File: config.mk
export PLATFORM = sky130hd
export DESIGN_NAME = cwsc_watchdog
export DESIGN_NICKNAME = d
export VERILOG_FILES = /design/src/inc/cwsc_pkg.sv /design/src/hw/cwsc_watchdog.sv
export SDC_FILE = /design/constraint.sdc
export NUM_CORES = 1
export LEC_CHECK = 0
export BUFFER_PORTS_ARGS = -buffer_cell sky130_fd_sc_hd__buf_2
export CORE_MARGIN = 5
export CORE_UTILIZATION = 54
export CTS_BUF_LIST = sky130_fd_sc_hd__clkbuf_8
export DETAILED_ROUTE_END_ITERATION = 8
export PLACE_DENSITY = 0.87
export SLEW_MARGIN = 20
export SYNTH_ARGS = -nofsm -noshare
export SYNTH_HDL_FRONTEND = slang
export SYNTH_SLANG_ARGS = --single-unit
File: constraint.sdc
create_clock -name ref_clk -period 2.83 [get_ports ref_clk]
set_input_delay 0.566 -clock ref_clk [delete_from_list [all_inputs] [get_ports ref_clk]]
set_output_delay 0.566 -clock ref_clk [all_outputs]
set_load 0.02 [all_outputs]
File: src/inc/cwsc_pkg.sv
// package: constants and types of the communications watchdog and station config
package cwsc_pkg;
   // data table locations of the timeout period
   localparam logic [15:0] CWSC_TMO_ADDR_A = 16'h0290;
   localparam logic [15:0] CWSC_TMO_ADDR_B = 16'h0291;
   // station addressing
   localparam logic [7:0] CWSC_STN_BASE = 8'h08;
   localparam int CWSC_STATIONS = 16;
   // timeout period limits in seconds
   localparam logic [15:0] CWSC_TMO_DEFAULT = 16'h0078;
   localparam logic [15:0] CWSC_TMO_MIN = 16'h0001;
   localparam logic [15:0] CWSC_TMO_MAX = 16'h0444;
   localparam logic [15:0] CWSC_TMO_DISABLE = 16'hFFFF;
   // clock and tick
   localparam int CWSC_CLK_HZ = 200_000_000;
   localparam int CWSC_TICK_S = 1;
   localparam int CWSC_TICK_CYCLES = CWSC_CLK_HZ * CWSC_TICK_S;
   // switch positions, zero based
   localparam int CWSC_SW_WDOG = 4;
   localparam int CWSC_SW_BAUD = 5;
   localparam int CWSC_SW_CHECK = 6;
   // dedicated timeout digital output number
   localparam int CWSC_DOUT_TIMEOUT = 72;
   localparam int CWSC_OUT_COUNT = 32;
   localparam logic [7:0] CWSC_OUT_ZERO = 8'h00;

   typedef enum logic [1:0]
   {
      CWSC_ST_IDLE = 2'b00,
      CWSC_ST_RUN = 2'b01,
      CWSC_ST_EXPIRED = 2'b10
   } cwsc_state_t;

   // configuration captured from the switches
   typedef struct packed
   {
      logic [7:0] station_address;
      logic wdog_hw_en;
      logic baud_9600;
      logic check_crc;
   } cwsc_cfg_t;

   // host data table write
   typedef struct packed
   {
      logic we;
      logic [15:0] addr;
      logic [7:0] data;
   } cwsc_wr_t;
endpackage : cwsc_pkg

File: src/hw/cwsc_watchdog.sv
// module: communications watchdog and station configuration
`timescale 1ns/10ps
`default_nettype none
// What this block does
// - station address is 08 hex plus four switch bits, sixteen addresses
// - a switch in the on position reads as one
// - watchdog supervises only if switch 5 was on at startup
// - elapsed time beyond the timeout starts the alarm sequence
// - host writing minus one disables the watchdog
// - after disable, a valid timeout write re-arms it
// - timeout accepted from 1 to 1092 seconds, one second steps
// - timeout is two bytes at 0290 and 0291 hex, host writable
// - timeout is 120 seconds after reset
// - expiry sets every control output type to manual
// - expiry forces every control output value to zero
// - expiry turns on dedicated digital output 72
// - expiry sets the internal reset flag
// - switch 6 picks baud: off 2400, on 9600
// - switch 7 picks check: off block check, on cyclic redundancy
// - up to sixteen controllers share one line by address
// - packets follow the serial protocol and character set in use
module cwsc_watchdog
   import cwsc_pkg::*;
#(
   parameter int TICK_CYCLES = cwsc_pkg::CWSC_TICK_CYCLES,
   parameter int OUT_COUNT = cwsc_pkg::CWSC_OUT_COUNT
)
(
   // clock and reset
   input wire logic ref_clk,
   input wire logic rst_n,
   // configuration switch pins, bit 0 is switch 1, on is high
   input wire logic [7:0] cfg_switch,
   // from the packet decoder, same clock
   input wire logic pkt_valid,
   input wire logic [7:0] pkt_station,
   input wire cwsc_pkg::cwsc_wr_t tbl_wr,
   input wire logic [15:0] tbl_rd_addr,
   input wire logic reset_flag_clr,
   // to the rest of the controller
   output var cwsc_pkg::cwsc_cfg_t cfg,
   output logic [7:0] tbl_rd_data,
   output logic [OUT_COUNT-1:0] force_manual,
   output logic [OUT_COUNT-1:0] force_zero,
   output logic [7:0] forced_value,
   output logic dout_timeout,
   output logic reset_flag,
   output logic wdog_active
);
   import cwsc_pkg::*;

   localparam int TW = $clog2(TICK_CYCLES + 1);

   // ----------------------------------------
   // switch synchroniser and capture
   // ----------------------------------------
   logic [7:0] sw_meta_q;
   logic [7:0] sw_sync_q;
   logic [1:0] cap_q;
   cwsc_cfg_t cfg_q;

   always_ff @(posedge ref_clk or negedge rst_n)
   begin
      if (!rst_n)
      begin
         sw_meta_q <= 8'h00;
         sw_sync_q <= 8'h00;
      end
      else
      begin
         sw_meta_q <= cfg_switch;
         sw_sync_q <= sw_meta_q;
      end
   end

   // capture waits for the synchroniser to settle after release
   always_ff @(posedge ref_clk or negedge rst_n)
   begin
      if (!rst_n)
      begin
         cap_q <= 2'b00;
         cfg_q <= '0;
      end
      else if (cap_q != 2'b11)
      begin
         cap_q <= cap_q + 2'b01;
         if (cap_q == 2'b10)
         begin
            cfg_q.station_address <= CWSC_STN_BASE + {4'h0, sw_sync_q[3:0]};
            cfg_q.wdog_hw_en <= sw_sync_q[CWSC_SW_WDOG];
            cfg_q.baud_9600 <= sw_sync_q[CWSC_SW_BAUD];
            cfg_q.check_crc <= sw_sync_q[CWSC_SW_CHECK];
         end
      end
   end

   logic cfg_ready;
   assign cfg_ready = (cap_q == 2'b11);
   assign cfg = cfg_q;

   // ----------------------------------------
   // timeout period table
   // ----------------------------------------
   logic [15:0] tmo_q;
   logic [7:0] hold_a_q;
   logic sw_en_q;
   logic wr_a;
   logic wr_b;
   logic [15:0] new_tmo;
   logic new_valid;

   // byte a is the high byte; the word takes effect on the byte b write
   assign wr_a = tbl_wr.we && (tbl_wr.addr == CWSC_TMO_ADDR_A);
   assign wr_b = tbl_wr.we && (tbl_wr.addr == CWSC_TMO_ADDR_B);
   assign new_tmo = {hold_a_q, tbl_wr.data};
   assign new_valid = (new_tmo >= CWSC_TMO_MIN) && (new_tmo <= CWSC_TMO_MAX);

   always_ff @(posedge ref_clk or negedge rst_n)
   begin
      if (!rst_n)
      begin
         hold_a_q <= CWSC_TMO_DEFAULT[15:8];
         tmo_q <= CWSC_TMO_DEFAULT;
         sw_en_q <= 1'b1;
      end
      else
      begin
         if (wr_a)
         begin
            hold_a_q <= tbl_wr.data;
         end
         if (wr_b && new_tmo == CWSC_TMO_DISABLE)
         begin
            tmo_q <= new_tmo;
            sw_en_q <= 1'b0;
         end
         else if (wr_b && new_valid)
         begin
            tmo_q <= new_tmo;
            sw_en_q <= 1'b1;
         end
      end
   end

   always_comb
   begin
      tbl_rd_data = 8'h00;
      if (tbl_rd_addr == CWSC_TMO_ADDR_A)
      begin
         tbl_rd_data = tmo_q[15:8];
      end
      else if (tbl_rd_addr == CWSC_TMO_ADDR_B)
      begin
         tbl_rd_data = tmo_q[7:0];
      end
   end

   // ----------------------------------------
   // second tick and elapsed counter
   // ----------------------------------------
   logic [TW-1:0] div_q;
   logic tick;
   logic [15:0] elapsed_q;
   logic contact;
   logic active;
   cwsc_state_t state_q;

   assign contact = pkt_valid && (pkt_station == cfg_q.station_address);
   assign active = cfg_ready && cfg_q.wdog_hw_en && sw_en_q;
   assign tick = (div_q == TW'(TICK_CYCLES - 1));
   assign wdog_active = active;

   always_ff @(posedge ref_clk or negedge rst_n)
   begin
      if (!rst_n)
         div_q <= '0;
      else if (!active || contact || tick)
         div_q <= '0;
      else
         div_q <= div_q + TW'(1);
   end

   always_ff @(posedge ref_clk or negedge rst_n)
   begin
      if (!rst_n)
         elapsed_q <= 16'h0000;
      else if (!active || contact)
         elapsed_q <= 16'h0000;
      else if (tick && elapsed_q != CWSC_TMO_DISABLE)
         elapsed_q <= elapsed_q + 16'h0001;
   end

   // ----------------------------------------
   // alarm state
   // ----------------------------------------
   always_ff @(posedge ref_clk or negedge rst_n)
   begin
      if (!rst_n)
      begin
         state_q <= CWSC_ST_IDLE;
      end
      else
      begin
         case (state_q)
            CWSC_ST_IDLE:
            begin
               if (active)
               begin
                  state_q <= CWSC_ST_RUN;
               end
            end
            CWSC_ST_RUN:
            begin
               if (!active)
               begin
                  state_q <= CWSC_ST_IDLE;
               end
               else if (elapsed_q > tmo_q && !contact)
               begin
                  state_q <= CWSC_ST_EXPIRED;
               end
            end
            CWSC_ST_EXPIRED:
            begin
               // outputs stay safe until the host talks again or the watchdog goes inactive
               if (contact || !active)
               begin
                  state_q <= active ? CWSC_ST_RUN : CWSC_ST_IDLE;
               end
            end
            default:
            begin
               state_q <= CWSC_ST_IDLE;
            end
         endcase
      end
   end

   logic expired;
   assign expired = (state_q == CWSC_ST_EXPIRED);

   // the per-output forcing is replicated so each channel has its own flop
   genvar gi;
   generate
      for (gi = 0; gi < OUT_COUNT; gi++)
      begin : g_out
         always_ff @(posedge ref_clk or negedge rst_n)
         begin
            if (!rst_n)
            begin
               force_manual[gi] <= 1'b0;
               force_zero[gi] <= 1'b0;
            end
            else
            begin
               force_manual[gi] <= expired;
               force_zero[gi] <= expired;
            end
         end
      end
   endgenerate

   always_ff @(posedge ref_clk or negedge rst_n)
   begin
      if (!rst_n)
      begin
         dout_timeout <= 1'b0;
         forced_value <= CWSC_OUT_ZERO;
      end
      else
      begin
         dout_timeout <= expired;
         forced_value <= CWSC_OUT_ZERO;
      end
   end

   // set wins over a clear in the same cycle
   always_ff @(posedge ref_clk or negedge rst_n)
   begin
      if (!rst_n)
         reset_flag <= 1'b1;
      else if (expired)
         reset_flag <= 1'b1;
      else if (reset_flag_clr)
         reset_flag <= 1'b0;
   end
endmodule : cwsc_watchdog
`default_nettype wire

==> results.py <==
metrics = {
    "timing": {
        "hold_viol": 0,
        "slew_violations": 0,
        "slew_headroom": 0.536,
        "setup_tns_ns": 0,
        "fin_ws_ns": 0.265,
        "worst_pin_slew_ns": 0.690,
        "rsz0062_at_grt": "false",
        "period_needed_ns": 2.57,
        "fmax_ghz": 0.390,
        "setup_viol": 0,
        "skew_ns": 0.0119,
        "min_period_over_period": 0.906,
        "fin_hold_ws_ns": 0.207,
    },
    "clock_tree": {
        "hold_buffers": 0,
        "cts_buffers": 9,
        "cts_tree": "yes",
        "clockBufferDepth": 2,
        "cts_setup_buffers": 0,
        "clock-sinks": 97,
        "path_clk_slew_ns": 0.10,
        "clk_latency_ns": 0.37,
        "cts_root_buf": "clkbuf_8",
        "cts_resized": 0,
        "htreeDepth": 3,
    },
    "die": {
        "ioPinCount": 155,
        "rows": 37,
        "design.core.area_sq_mm": 0.0101,
        "die_area_sq_mm": 0.0124,
        "die_h_microns": 111,
        "floorplan.die.width_microns": 111,
        "initial_core_util": 0.545,
    },
    "routing": {
        "avgViaCountPerCell": 5.69,
        "drc_errors": 0,
        "vias": 4468,
        "first_pass_iters": 6,
        "drt_iter0_drc": 450,
        "wire_per_inst_microns": 15.8,
        "ant_nets": 0,
        "routed_wl_mm": 12.4,
    },
    "placement": {
        "dpl_cell_area_sq_mm": 0.00594,
        "port_buffers": 142,
        "gp_congestion": 0.977,
        "place_hpwl_mm": 9.21,
        "dp_slack_ns": 0.167,
    },
    "yosys": {
        "synth_edf_count": 0,
        "synthCells": 557,
        "synthFlopType": "dfrtp_1",
        "synth_area_leaders": "dfrtp_1 (41%), buf_4 (10%), mux2_2 (5.3%), ha_1 (4.5%), nor2_1 (3.7%)",
        "yosys.area.top_type_share": 0.412,
        "async_flop_share": 1.00,
        "syn_area_sq_mm": 0.00553,
        "yosysWarningCount": 0,
        "yosys.area.top_type": "dfrtp_1",
        "ys_ff_latch": 97,
        "syn_avg_cell_area_sq_um": 9.93,
        "synthDistinctLibCells": 49,
        "ys_seq_area_frac": 0.440,
    },
    "global_routing": {
        "grt_pass1_wl_mm": 21.0,
        "grt_max_degree": 66,
        "track_usage": 0.203,
        "antenna_found_initial": 0,
        "grt_pass1_vias": 4491,
        "grt_overflow_total": 0,
    },
    "critical_path": {
        "start_kind": "flop",
        "arrival_ns": 2.84,
        "worstSetupEndpointType": "flop",
        "crit_fanout": 7,
        "required_ns": 3.11,
        "critPathKind": "flop to flop",
    },
    "pwr": {
        "powerDensity_mw_per_mm2": 416,
        "p_leak_nw": 3.06,
        "ir_drop_mv": 0.425,
        "p_total_w": 0.00256,
    },
    "run": {
        "drv_cap": 0,
    },
    "cells_and_area": {
        "final_area_sq_mm": 0.00616,
        "areaGrowthSynthToFinish_pct": 11.5,
        "nNetsFinal": 725,
        "diodes": 0,
        "multi_input_area_sq_mm": 0.00243,
        "fillers": 770,
        "drive_gt1_frac": 0.322,
        "ff_latch_area_sq_mm": 0.00243,
    },
    "status": {
        "status": "complete, no violations",
    },
    "min_path": {
        "hold_class": "primary input to asynchronous set/reset pin",
    },
}
==> state kept, by name (all words and copies together), names as in the netlist <==
signal and cells:
cfg 8, reset_flag 1, sw_en_q 1, hold_a_q 8, state_q 2, div_q 28, sw_sync_q 7, force_zero 1
sw_meta_q 7, cap_q 2, tmo_q 16, elapsed_q 16
==> logic make-up after synthesis <==
family | after synthesis | share of synthesized area
AO/OA/AOI/OAI | 61 | 0.0681
other | 1 | 0.000678
AND/OR/NAND/NOR | 200 | 0.198
flip-flops | 97 | 0.440
buffers and inverters | 111 | 0.127
XOR/XNOR | 32 | 0.0507
adder cells (fa/ha/maj) | 20 | 0.0453
multiplexers | 35 | 0.0692
==> layer usage <==
layer,wire length [microns],global-route usage,share of wire,up-vias
met2,6090,0.338,0.49,251
met5,0,0,0,-
li1,-,-,-,2050
met4,317,0.0843,0.026,0
met1,4800,0.251,0.39,2126
met3,1190,0.0519,0.096,41
==> cells in the mapped netlist (all sizes together) (2+ instances only) <==
| library cell | n |
|---|---|
| dfstp | 6 |
| or4b | 3 |
| and3 | 9 |
| nor2 | 54 |
| mux2i | 9 |
| or4 | 11 |
| nor3 | 7 |
| a311oi | 2 |
| nand4b | 3 |
| xnor2 | 9 |
| clkbuf | 8 |
| a21oi | 23 |
| nor4b | 4 |
| o31ai | 6 |
| dfrtp | 91 |
| nor2b | 3 |
| nor4 | 13 |
| ha | 20 |
| nand4 | 25 |
| nand2 | 28 |
| or3b | 2 |
| o211ai | 2 |
| mux2 | 26 |
| xor2 | 23 |
| inv | 24 |
| buf | 79 |
| a21o | 9 |
| or3 | 10 |
| nand3 | 22 |
| o21ai | 13 |
==> where the power goes <==
part / switching [W] / internal (W) / leakage (nW)
Combinational: 0.0000985 / 0.0000605 / 1.68
Sequential: 0.0000122 / 0.00141 / 1.27
Clock: 0.000488 / 0.000499 / 0.111
==> cell usage in the layout, fill, tap and decap left out, drive strengths merged, types with 2 or more instances in the layout <==
master / Yosys / layout
a21o: 9 / 9
mux2: 26 / 26
inv: 24 / 27
mux2i: 9 / 9
nand4b: 3 / 3
ha: 20 / 20
nor2b: 3 / 3
nand2: 28 / 28
nand3: 22 / 22
or4b: 3 / 3
a21oi: 23 / 23
o31ai: 6 / 6
xor2: 23 / 23
nor2: 54 / 54
a311oi: 2 / 2
nor4b: 4 / 4
dfstp: 6 / 6
xnor2: 9 / 9
nor3: 7 / 7
or3: 10 / 10
nand4: 25 / 25
dfrtp: 91 / 91
nor4: 13 / 13
o211ai: 2 / 2
and3: 9 / 9
or4: 11 / 11
conb: 1 / 11
buf: 79 / 153
or3b: 2 / 2
clkbuf: 8 / 9
bufinv: 0 / 2
o21ai: 13 / 13
==> final timing paths <==
kind                            slack (ns)                       end  cells past startpoint              startpoint
worst max-delay path                  0.26  elapsed_q[8]$_DFFE_PN0P_                      6      div_q[0]$_DFF_PN0_
worst min-delay path                  0.21        cfg[3]$_DFFE_PN0P_                      1                   rst_n
worst max register to register        0.26  elapsed_q[8]$_DFFE_PN0P_                      6      div_q[0]$_DFF_PN0_
worst min register to register        0.36    sw_sync_q[6]$_DFF_PN0_                      0  sw_meta_q[6]$_DFF_PN0_
max in group asynchronous             1.95       div_q[17]$_DFF_PN0_                      2                   rst_n
min in group ref_clk                  0.29    sw_meta_q[3]$_DFF_PN0_                      1           cfg_switch[3]
==> stage by stage <==
stage	utilization	instances
after floorplan	-	567
after global placement	0.586	769
after detailed placement	0.586	769
after CTS	0.608	785
after global routing	0.608	785
final	0.608	785
==> worst max-delay path: stages, from the launching register on <==
cell and delay (ns):
dfrtp_1 0.39, ha_1 0.25, nand4_1 0.14, or3_4 0.37
or4_1 0.68, or3_1 0.43, a21oi_1 0.23
==> area by class of cell <==
type	instances	share of cell area
Multi-Input combinational cell	359	0.394
Timing Repair Buffer	153	0.133
Sequential cell	97	0.395
Inverter	24	0.0146
Tap cell	136	0.0276
Clock inverter	7	0.0152
Clock buffer	9	0.0201
Note: power is estimated with default switching activity, not from simulation.
